==> src/logic/crce_defines.svh <==
// Register offsets, field positions, reset values and polynomial of the CRC byte engine.
// Assumes inclusion by bare name from the engine sources only.
`ifndef CRCE_DEFINES_SVH
`define CRCE_DEFINES_SVH

`define CRCE_ADDR_W 2
`define CRCE_DATA_W 16
`define CRCE_OFS_CONTROL_COUNT 2'h0
`define CRCE_OFS_INPUT_PORT 2'h1
`define CRCE_OFS_SEED_VALUE 2'h2
`define CRCE_OFS_RESULT_VALUE 2'h3
`define CRCE_CLEAR_BIT 15
`define CRCE_RSVD_HI 14
`define CRCE_RSVD_LO 12
`define CRCE_COUNT_HI 11
`define CRCE_COUNT_W 12
`define CRCE_BYTE_W 8
`define CRCE_CRC_RESET 16'h0000
`define CRCE_COUNT_RESET 12'h000
`define CRCE_READ_RESET 16'h0000
`define CRCE_POLY_REFLECTED 16'h8408

`endif

==> src/logic/crce_pkg.sv <==
// Shared types of the CRC byte engine.
// Assumes crce_defines.svh is on the include path.
`include "crce_defines.svh"

package crce_pkg;
    typedef logic [`CRCE_DATA_W-1:0] crce_word_t;
    typedef logic [`CRCE_COUNT_W-1:0] crce_count_t;
    typedef logic [`CRCE_BYTE_W-1:0] crce_byte_t;
    typedef enum logic [1:0] {
        CRCE_REG_CONTROL = `CRCE_OFS_CONTROL_COUNT,
        CRCE_REG_INPUT = `CRCE_OFS_INPUT_PORT,
        CRCE_REG_SEED = `CRCE_OFS_SEED_VALUE,
        CRCE_REG_RESULT = `CRCE_OFS_RESULT_VALUE
    } crce_reg_t;
endpackage

==> src/logic/crce_bit_step.sv <==
// One shift step of the reflected CRC register: one data bit in, next CRC out.
// Assumes it is chained eight deep per byte by the engine.
`timescale 1ns/1ps
`include "crce_defines.svh"

module crce_bit_step (
    input wire logic [`CRCE_DATA_W-1:0] crcIn,
    input wire logic dataBit,
    output logic [`CRCE_DATA_W-1:0] crcOut
);
    logic feedback;

    always_comb begin
        // Right shift: the new bit effectively enters at bit 15
        feedback = crcIn[0] ^ dataBit; // RULE6
        crcOut = {1'b0, crcIn[`CRCE_DATA_W-1:1]};
        if (feedback) begin
            crcOut = crcOut ^ `CRCE_POLY_REFLECTED; // RULE12
        end
    end
endmodule // crce_bit_step

==> src/logic/crce_engine.sv <==
// CRC byte engine: seed, byte input, item counter, clear, result readback.
// Assumes a plain register port synchronous to sys_clk, strobes one cycle, never both.
//
// The address map and the plain strobed port are this design's own decisions.
`timescale 1ns/1ps
`include "crce_defines.svh"

// Overview of operation
// RULE1: Writing the clear bit zeroes the calculation register and item counter.
// RULE2: The clear bit is never stored; it reads zero and needs no rewrite.
// RULE3: A 12-bit read-only item counter shows in control bits 11 to 0.
// RULE4: The item counter wraps to zero after 4096 items, no flag.
// RULE5: Each input register write shifts its low byte into the checksum.
// RULE6: Data enters LSB first at bit 15 of the calculation register.
// RULE7: Seed write loads the starting value; write-only, resets to zero.
// RULE8: Software writes the seed only when starting a new computation.
// RULE9: The result register shows the 16-bit CRC, read-only, resets zero.
// RULE10: Control bits 14 to 12 read zero; software writes zero there.
// RULE11: Software writes zero in input register bits 15 to 8.
// RULE12: Reflected CCITT polynomial, bit per step, byte done before next write.
// RULE13: The result always mirrors the calculation register.
module crce_engine (
    input wire logic sys_clk,
    input wire logic reset,
    input wire logic [`CRCE_ADDR_W-1:0] regAddr,
    input wire logic [`CRCE_DATA_W-1:0] regWrData,
    input wire logic regWrEn,
    input wire logic regRdEn,
    output logic [`CRCE_DATA_W-1:0] regRdData,
    output logic [`CRCE_DATA_W-1:0] crcResult
);
    crce_pkg::crce_word_t crc_ff;
    crce_pkg::crce_word_t nxt_crc;
    crce_pkg::crce_count_t itemCount_ff;
    crce_pkg::crce_count_t nxt_itemCount;
    crce_pkg::crce_word_t rdData_ff;
    crce_pkg::crce_word_t nxt_rdData;
    crce_pkg::crce_word_t result_ff;
    crce_pkg::crce_word_t stepCrc [0:`CRCE_BYTE_W];
    crce_pkg::crce_byte_t dataByte;
    crce_pkg::crce_reg_t sel;

    assign sel = crce_pkg::crce_reg_t'(regAddr);
    // Upper input bits are ignored; software keeps them zero
    assign dataByte = regWrData[`CRCE_BYTE_W-1:0]; // RULE11
    assign stepCrc[0] = crc_ff;

    // Whole byte is folded in one clock, so back-to-back writes never wait
    genvar gi;
    generate
        for (gi = 0; gi < `CRCE_BYTE_W; gi = gi + 1) begin : g_step
            crce_bit_step u_step (
                .crcIn(stepCrc[gi]),
                .dataBit(dataByte[gi]), // RULE6
                .crcOut(stepCrc[gi+1])
            ); // RULE12
        end
    endgenerate

    always_comb begin
        nxt_crc = crc_ff;
        nxt_itemCount = itemCount_ff;
        if (regWrEn) begin
            unique case (sel)
                crce_pkg::CRCE_REG_CONTROL: begin
                    if (regWrData[`CRCE_CLEAR_BIT]) begin
                        nxt_crc = `CRCE_CRC_RESET; // RULE1
                        nxt_itemCount = `CRCE_COUNT_RESET; // RULE1
                    end
                end
                crce_pkg::CRCE_REG_INPUT: begin
                    nxt_crc = stepCrc[`CRCE_BYTE_W]; // RULE5
                    // Natural 12-bit overflow gives the wrap
                    nxt_itemCount = crce_pkg::crce_count_t'(itemCount_ff + 12'h001); // RULE4
                end
                crce_pkg::CRCE_REG_SEED: begin
                    nxt_crc = regWrData; // RULE7
                end
                crce_pkg::CRCE_REG_RESULT: begin
                    nxt_crc = crc_ff;
                end
            endcase
        end
    end

    always_comb begin
        nxt_rdData = `CRCE_READ_RESET;
        if (regRdEn) begin
            unique case (sel)
                crce_pkg::CRCE_REG_CONTROL: begin
                    // Clear bit and bits 14..12 read zero
                    nxt_rdData = {4'h0, itemCount_ff}; // RULE2 RULE3 RULE10
                end
                crce_pkg::CRCE_REG_INPUT: begin
                    nxt_rdData = `CRCE_READ_RESET;
                end
                crce_pkg::CRCE_REG_SEED: begin
                    nxt_rdData = `CRCE_READ_RESET;
                end
                crce_pkg::CRCE_REG_RESULT: begin
                    nxt_rdData = crc_ff; // RULE9 RULE13
                end
            endcase
        end
    end

    always_ff @(posedge sys_clk) begin
        if (reset) begin
            crc_ff <= `CRCE_CRC_RESET;
            itemCount_ff <= `CRCE_COUNT_RESET;
            result_ff <= `CRCE_CRC_RESET;
        end else begin
            crc_ff <= nxt_crc;
            itemCount_ff <= nxt_itemCount;
            result_ff <= nxt_crc; // RULE13
        end
    end

    always_ff @(posedge sys_clk) begin
        if (reset) begin
            rdData_ff <= `CRCE_READ_RESET;
        end else begin
            rdData_ff <= nxt_rdData;
        end
    end

    assign regRdData = rdData_ff;
    assign crcResult = result_ff;
endmodule // crce_engine

==> config.mk <==
export PLATFORM = sky130hd
export DESIGN_NAME = crce_engine
export DESIGN_NICKNAME = d
export VERILOG_FILES = /design/src/logic/crce_pkg.sv /design/src/logic/crce_bit_step.sv /design/src/logic/crce_engine.sv
export VERILOG_INCLUDE_DIRS = /design/src /design/src/logic
export SDC_FILE = /design/constraint.sdc
export NUM_CORES = 1
export LEC_CHECK = 0
export BUFFER_PORTS_ARGS = -buffer_cell sky130_fd_sc_hd__buf_2
export CAP_MARGIN = 20
export CORE_UTILIZATION = 55
export CTS_BUF_LIST = sky130_fd_sc_hd__clkbuf_4 sky130_fd_sc_hd__clkbuf_8
export CTS_CLUSTER_DIAMETER = 30
export DETAILED_ROUTE_END_ITERATION = 10
export PLACE_DENSITY = 0.86
export SYNTH_ARGS = -nofsm -noshare
export SYNTH_HDL_FRONTEND = slang
export SYNTH_SLANG_ARGS = --single-unit
export TNS_END_PERCENT = 1
==> constraint.sdc <==
create_clock -name sys_clk -period 3.3 [get_ports sys_clk]
set_input_delay 0.66 -clock sys_clk [delete_from_list [all_inputs] [get_ports sys_clk]]
set_output_delay 0.66 -clock sys_clk [all_outputs]
set_load 0.02 [all_outputs]
# --- After elaboration in Yosys (flattened, before gate mapping) ---
# Index checks and enable logic that the tools add are counted.
totals:
  regBits: 44
  elab_cells: 45
  out_inout_bits: 32
  in_bits: 22
op_classes:
  n_eq_ne: 4
  reduce_logical: 6
  n_bitwise: 18
  mux: 13
  addsub: 1
ops:
  columns: ["op", "count"]
  rows:
  - ["$mux W16", 9]
  - ["$pmux W16 S3", 2]
  - ["$not A2 Y3", 8]
  - ["$pmux W12 S2", 1]
  - ["$add A12 B1 Y12 const B", 1]
  - ["$mux W12", 1]
  - ["$xor A1 B1 Y1", 8]
  - ["$reduce_and A3 Y1", 2]
  - ["$eq A2 B2 Y1 const B", 2]
  - ["$reduce_or A2 Y1", 2]
  - ["$eq A2 B1 Y1 const B", 1]
  - ["$logic_not A2 Y1", 1]
  - ["$ne A2 B2 Y1 const B", 1]
  - ["$not A1 Y1", 2]
  - ["$reduce_bool A2 Y1", 1]

# --- Longest topological paths before layout ---
depth:
  depth_word: 17
  ltp_mapped: 9
  mapped_depth_nobuf: 6

# --- Modules after synthesis ---
# From an unflattened synthesis, not the netlist that was laid out.
hier_totals:
  cells_unflattened: 395
  hier_area_um2: 3414.5
modules_own_cells:
  columns: ["module", "instances", "seq_area_each_um2", "area_per_inst_um2", "cells_each"]
  rows:
  - ["crce_engine", 1, 880.8, 2123.3, 259]
  - ["crce_bit_step", 8, 0.0, 161.4, 17]

# --- Worst setup path after synthesis ---
# No wires, ideal clock.
synth_timing:
  path_type: "input port to flip-flop"
  from: "in regAddr[0]"
  to: "reg result_ff[15], in the netlist crcResult[15]"
  cell_stages: 9
  path_buffers: 3
  required_ps: 3200
  path_slack_ps: 1256
  setup_ps: 100
  t_arrival_ps: 1944
  path_cell_list: "inv_1 > ha_1 > buf_2 > nand2b_1 > and3b_1 > buf_2 > buf_4 > nor2_1 > a2111oi_4"
synth_via:
  elab_chain_len: 3
  word_cells_on_any_way: 8
  cone_classes: "eq/ne (4); mux (1); bitwise (1); reduce/logical (2)"
synth_rtl:
  columns: ["item", "line", "text"]
  rows:
  - ["start, declared", "crce_engine.sv:25", "input wire logic [`CRCE_ADDR_W-1:0] regAddr,"]
  - ["$logic_not A2 Y1 or $eq A2 B2 Y1 (tied branches)", "crce_engine.sv:64", "unique case (sel)"]
  - ["$ne A2 B2 Y1 (no line) or $not A1 Y1 (tied branches)", null, null]
  - ["$reduce_and A3 Y1 (no line)", null, null]
  - ["end signal, assigned", "crce_engine.sv:111", "result_ff <= `CRCE_CRC_RESET;"]
  - ["end signal, assigned", "crce_engine.sv:115", "result_ff <= nxt_crc;"]
  - ["end, declared", "crce_engine.sv:38", "crce_pkg::crce_word_t result_ff;"]
# Parallel ways exist; a longest one is shown, timed or not.
# A chain may end at the register's enable or synchronous reset.

# --- Final worst setup path ---
layout_timing:
  from: "in regAddr[0]"
  to: "reg result_ff[10], in the netlist crcResult[10]"
# Same word-level chain as after synthesis.

==> results.txt <==
The data required time of the critical path was 3.52 ns; the portion of the clock cycle consumed by the worst path in the final layout was 74.4%. The iteration count of the initial detailed-routing pass was 4. The final period demand of the worst path is 2.46 ns. The worst endpoint data arrival time is 2.68 ns. After synthesis, flip-flops and latches occupy 40.1% of the total area.

Entering global routing, the biggest net connects 27 pins. The critical path goes through buf_2 -> ha_1 -> and3b_1 -> nand3_1 -> o22ai_1. The actual slew at the worst max-slew pin is 0.742 ns, and the summed negative setup slack over all endpoints is 0 ns.

The tree is rooted in a clkbuf_8. The achievable clock frequency was 0.407 GHz; the area of the die was 4250 um^2. Measured against its own limit, the worst slew margin works out to 50.5%. The total power density per cell area was 448 nW/um^2; the total of max-cap violations was 0. The final weighted congestion of routability-driven global placement was 0.855; the synthesis-to-finish area growth was 17.8%. STA classifies the critical path endpoint as a flop. Summing every instance area after synthesis gives 2190 um^2. The number of synthesized register bits is 44, and the die boundary width is 65.2 um. Summed over all layers, the routed wires come to 5180 um. The peak supply drop was 0.000278 V. The number of nets handed over by synthesis was 275.

The internal portion of the total power is 843 uW. Highest-delay cell along the critical path: and3b_1. By startpoint and endpoint, the worst setup path is classified as input port to flop.

The routed wire length per instance was 15.1 um. The initialized floorplan defines 22 standard-cell rows. Once detailed placement completed, the half-perimeter wirelength came to 3720 um. The run gives 0.30 ns as the insertion delay of the later-clocked pin in the worst-skew pair. The worst min-delay path class is flop to flop.

The die is 65.2 um tall. Sequential cells burn 47.8% of the power. The logs give 1965 for the total via count after detailed routing and 277 for the number of violations reported at the end of detailed-routing iteration 0. Counting cells, the worst reg-to-reg path comes to 4. The share of cells above drive strength 1 works out to 23.0%. dfxtp_1 is the most common cell in the netlist. By area the synthesized netlist is led by dfxtp_1 40%, xnor2_1 9.6%, nor2_1 6.5%, mux2i_1 4.1%, xor2_1 3.6%. Dividing the synthesized area by the synthesized cell count gives 8.85 um^2. The main flop type after synthesis was dfxtp_1. The first global-routing pass estimated 8540 um of wire. In this run switching power makes up 27.3% of total power. Largest stage delay on the critical path: 0.78 ns. The number of clock buffers added by TritonCTS is 5. The logs give 0 for the number of max-slew violations in the final report and 0 for the number of routed nets with antenna violations.

The leading area contributor after synthesis was dfxtp_1. In this run the count of I/O pins placed on the die edge is 54. TritonCTS built the clock tree. After detailed routing, the number of vias per cell comes to 5.71. The number of global-route vias before repair was 1835; the number of diodes added for antenna fixing was 0. The detailed-route DRC error count was 0; the aggregate global-route resource usage was 26.5%. The run gives 0 as the count of hold buffers inserted by post-cts repair.

The commonest cells after synthesis are 44 x dfxtp_1, 38 x nor2_1, 24 x xnor2_1. In this run, the clock network consumes 36.6% of the power. Global routing finished with a remaining overflow of 0.

The share of flip-flops with an asynchronous set or reset after synthesis works out to 0%. The post-CTS setup-driven buffer insertion count was 0; the worst-case clock skew was 0.00415 ns. The tools report the initial core utilization as 58.6%. The tools report the cell count after synthesis as 248. The count of final hold-check violations was 0; the number of enable flip-flop cells after synthesis was 0.

Clock tree synthesis found a total of 44 sinks. The run gives 0 as the total setup violations reported at the end of the flow. For the number of instances resized during post-cts repair, the log shows 0. The H-tree generated during clock tree synthesis spans 2 levels.

For the switching component of the power, the log shows 316 uW. Combinational cells account for 15.7% of the total power. Number of instances on the worst hold path: 1. Fill cells in the final layout number 305. The run gives 1.09 nW as the total leakage power. The top cell type by area accounts for 40.1% of the synthesized area. Setup repair after global routing left no endpoint under its margin. Startpoint kind of the worst setup timing path: an input port. After the last flow step, the layout net total stands at 322. The run gives 2 as the number of buffers on the longest clock path. The number of antenna violations at the first check in global routing is 0, and the largest fanout of any net on the critical path is 17.

The count of port buffers added during placement is 53, and the placeable core area is 3740 um^2. Power comes to 1.16 mW. The synthesized netlist contains 36 unique library cells.

The run finished with clean final reports. Clock transition at the register clock pins on the worst setup and hold paths after CTS: 0.09 ns. For the number of warnings reported in the yosys synthesis log, the log shows 0.
layout make-up:
cell class	count	area (um^2)	share of cell area (%)
well taps	48	60.1	2.32
multi-input cells	183	1230	47.4
clock inverters	3	46.3	1.79
repair buffers	55	280	10.8
inverters	6	22.5	0.871
clock buffers	5	68.8	2.66
flip-flops and latches	44	881	34.1
per-layer routing:
layer	routed length (um)	global-route usage (%)	share of wire [%]
met1	2340	34.6	45
met2	2430	42.5	47
met3	337	6.25	6.5
met4	80	9.24	1.5
met5	0	0	0
cells in the final DEF (no fill, tap or decap), types with 4 or more instances in the layout:
cell type | synthesis | layout
a21oi_1 | 15 | 15
a22oi_1 | 6 | 6
and3_1 | 12 | 12
buf_2 | 4 | 53
clkbuf_8 | 0 | 5
dfxtp_1 | 44 | 44
ha_1 | 5 | 5
inv_1 | 6 | 6
mux2i_1 | 9 | 9
nand2_1 | 18 | 18
nand3_1 | 5 | 5
nand4_1 | 5 | 5
nor2_1 | 38 | 38
nor4_1 | 4 | 4
o22ai_1 | 8 | 8
xnor2_1 | 24 | 24
xor2_1 | 9 | 9
cells by family after synthesis:
logic type                 share of synthesized area, %
adders and majority gates                          2.85
muxes                                              4.62
AOI/OAI and AO/OA                                  13.4
DFF                                                40.1
xor gates and xnor gates                           13.9
buffers and inverters                              3.99
and+or+nand+nor                                    21.1
state kept, by name, summed over array words and instances, names as in the netlist:
signal,count
regRdData,16
crcResult,16
itemCount_ff,12
worst max-delay path: cells and delay by family:
kind,cells,cell delay (ns)
and+or+nand+nor,2,1.23
AOI/OAI and AO/OA,1,0.26
adders and majority gates,1,0.40
buffers and inverters,1,0.11
metrics by stage:
stage / cell area (um^2) / hold slack (ns) / cells / utilization [%] / setup WS (ns)
finish: 2580 / 0.533 / 344 / 69.1 / 0.844
floorplan: 2190 / 0.476 / 248 / - / 1.26
global route: 2580 / 0.560 / 344 / 69.1 / 0.759
detailed placement: 2470 / 0.510 / 336 / 66.0 / 0.599
global placement: 2470 / 0.497 / 336 / 66.0 / 0.718
CTS: 2580 / 0.537 / 344 / 69.1 / 0.907
final timing paths:
check / end / start / slack (ns)
setup / recovery: crcResult[10] / regAddr[0] / 0.84
hold / removal: regRdData[15] / crcResult[15] / 0.53
setup reg to reg: crcResult[14] / crcResult[2] / 1.56
hold reg to reg: regRdData[15] / crcResult[15] / 0.53
power by group through the flow:
stage / clock network [mW] / logic (mW) / registers (mW)
after floorplan: 0 / 0.119 / 0.574
after global placement: 0 / 0.172 / 0.566
after detailed placement: 0 / 0.178 / 0.566
after CTS: 0.426 / 0.180 / 0.553
after global routing: 0.451 / 0.196 / 0.555
final: 0.424 / 0.181 / 0.553
Note: power is estimated with default switching activity, not from simulation.
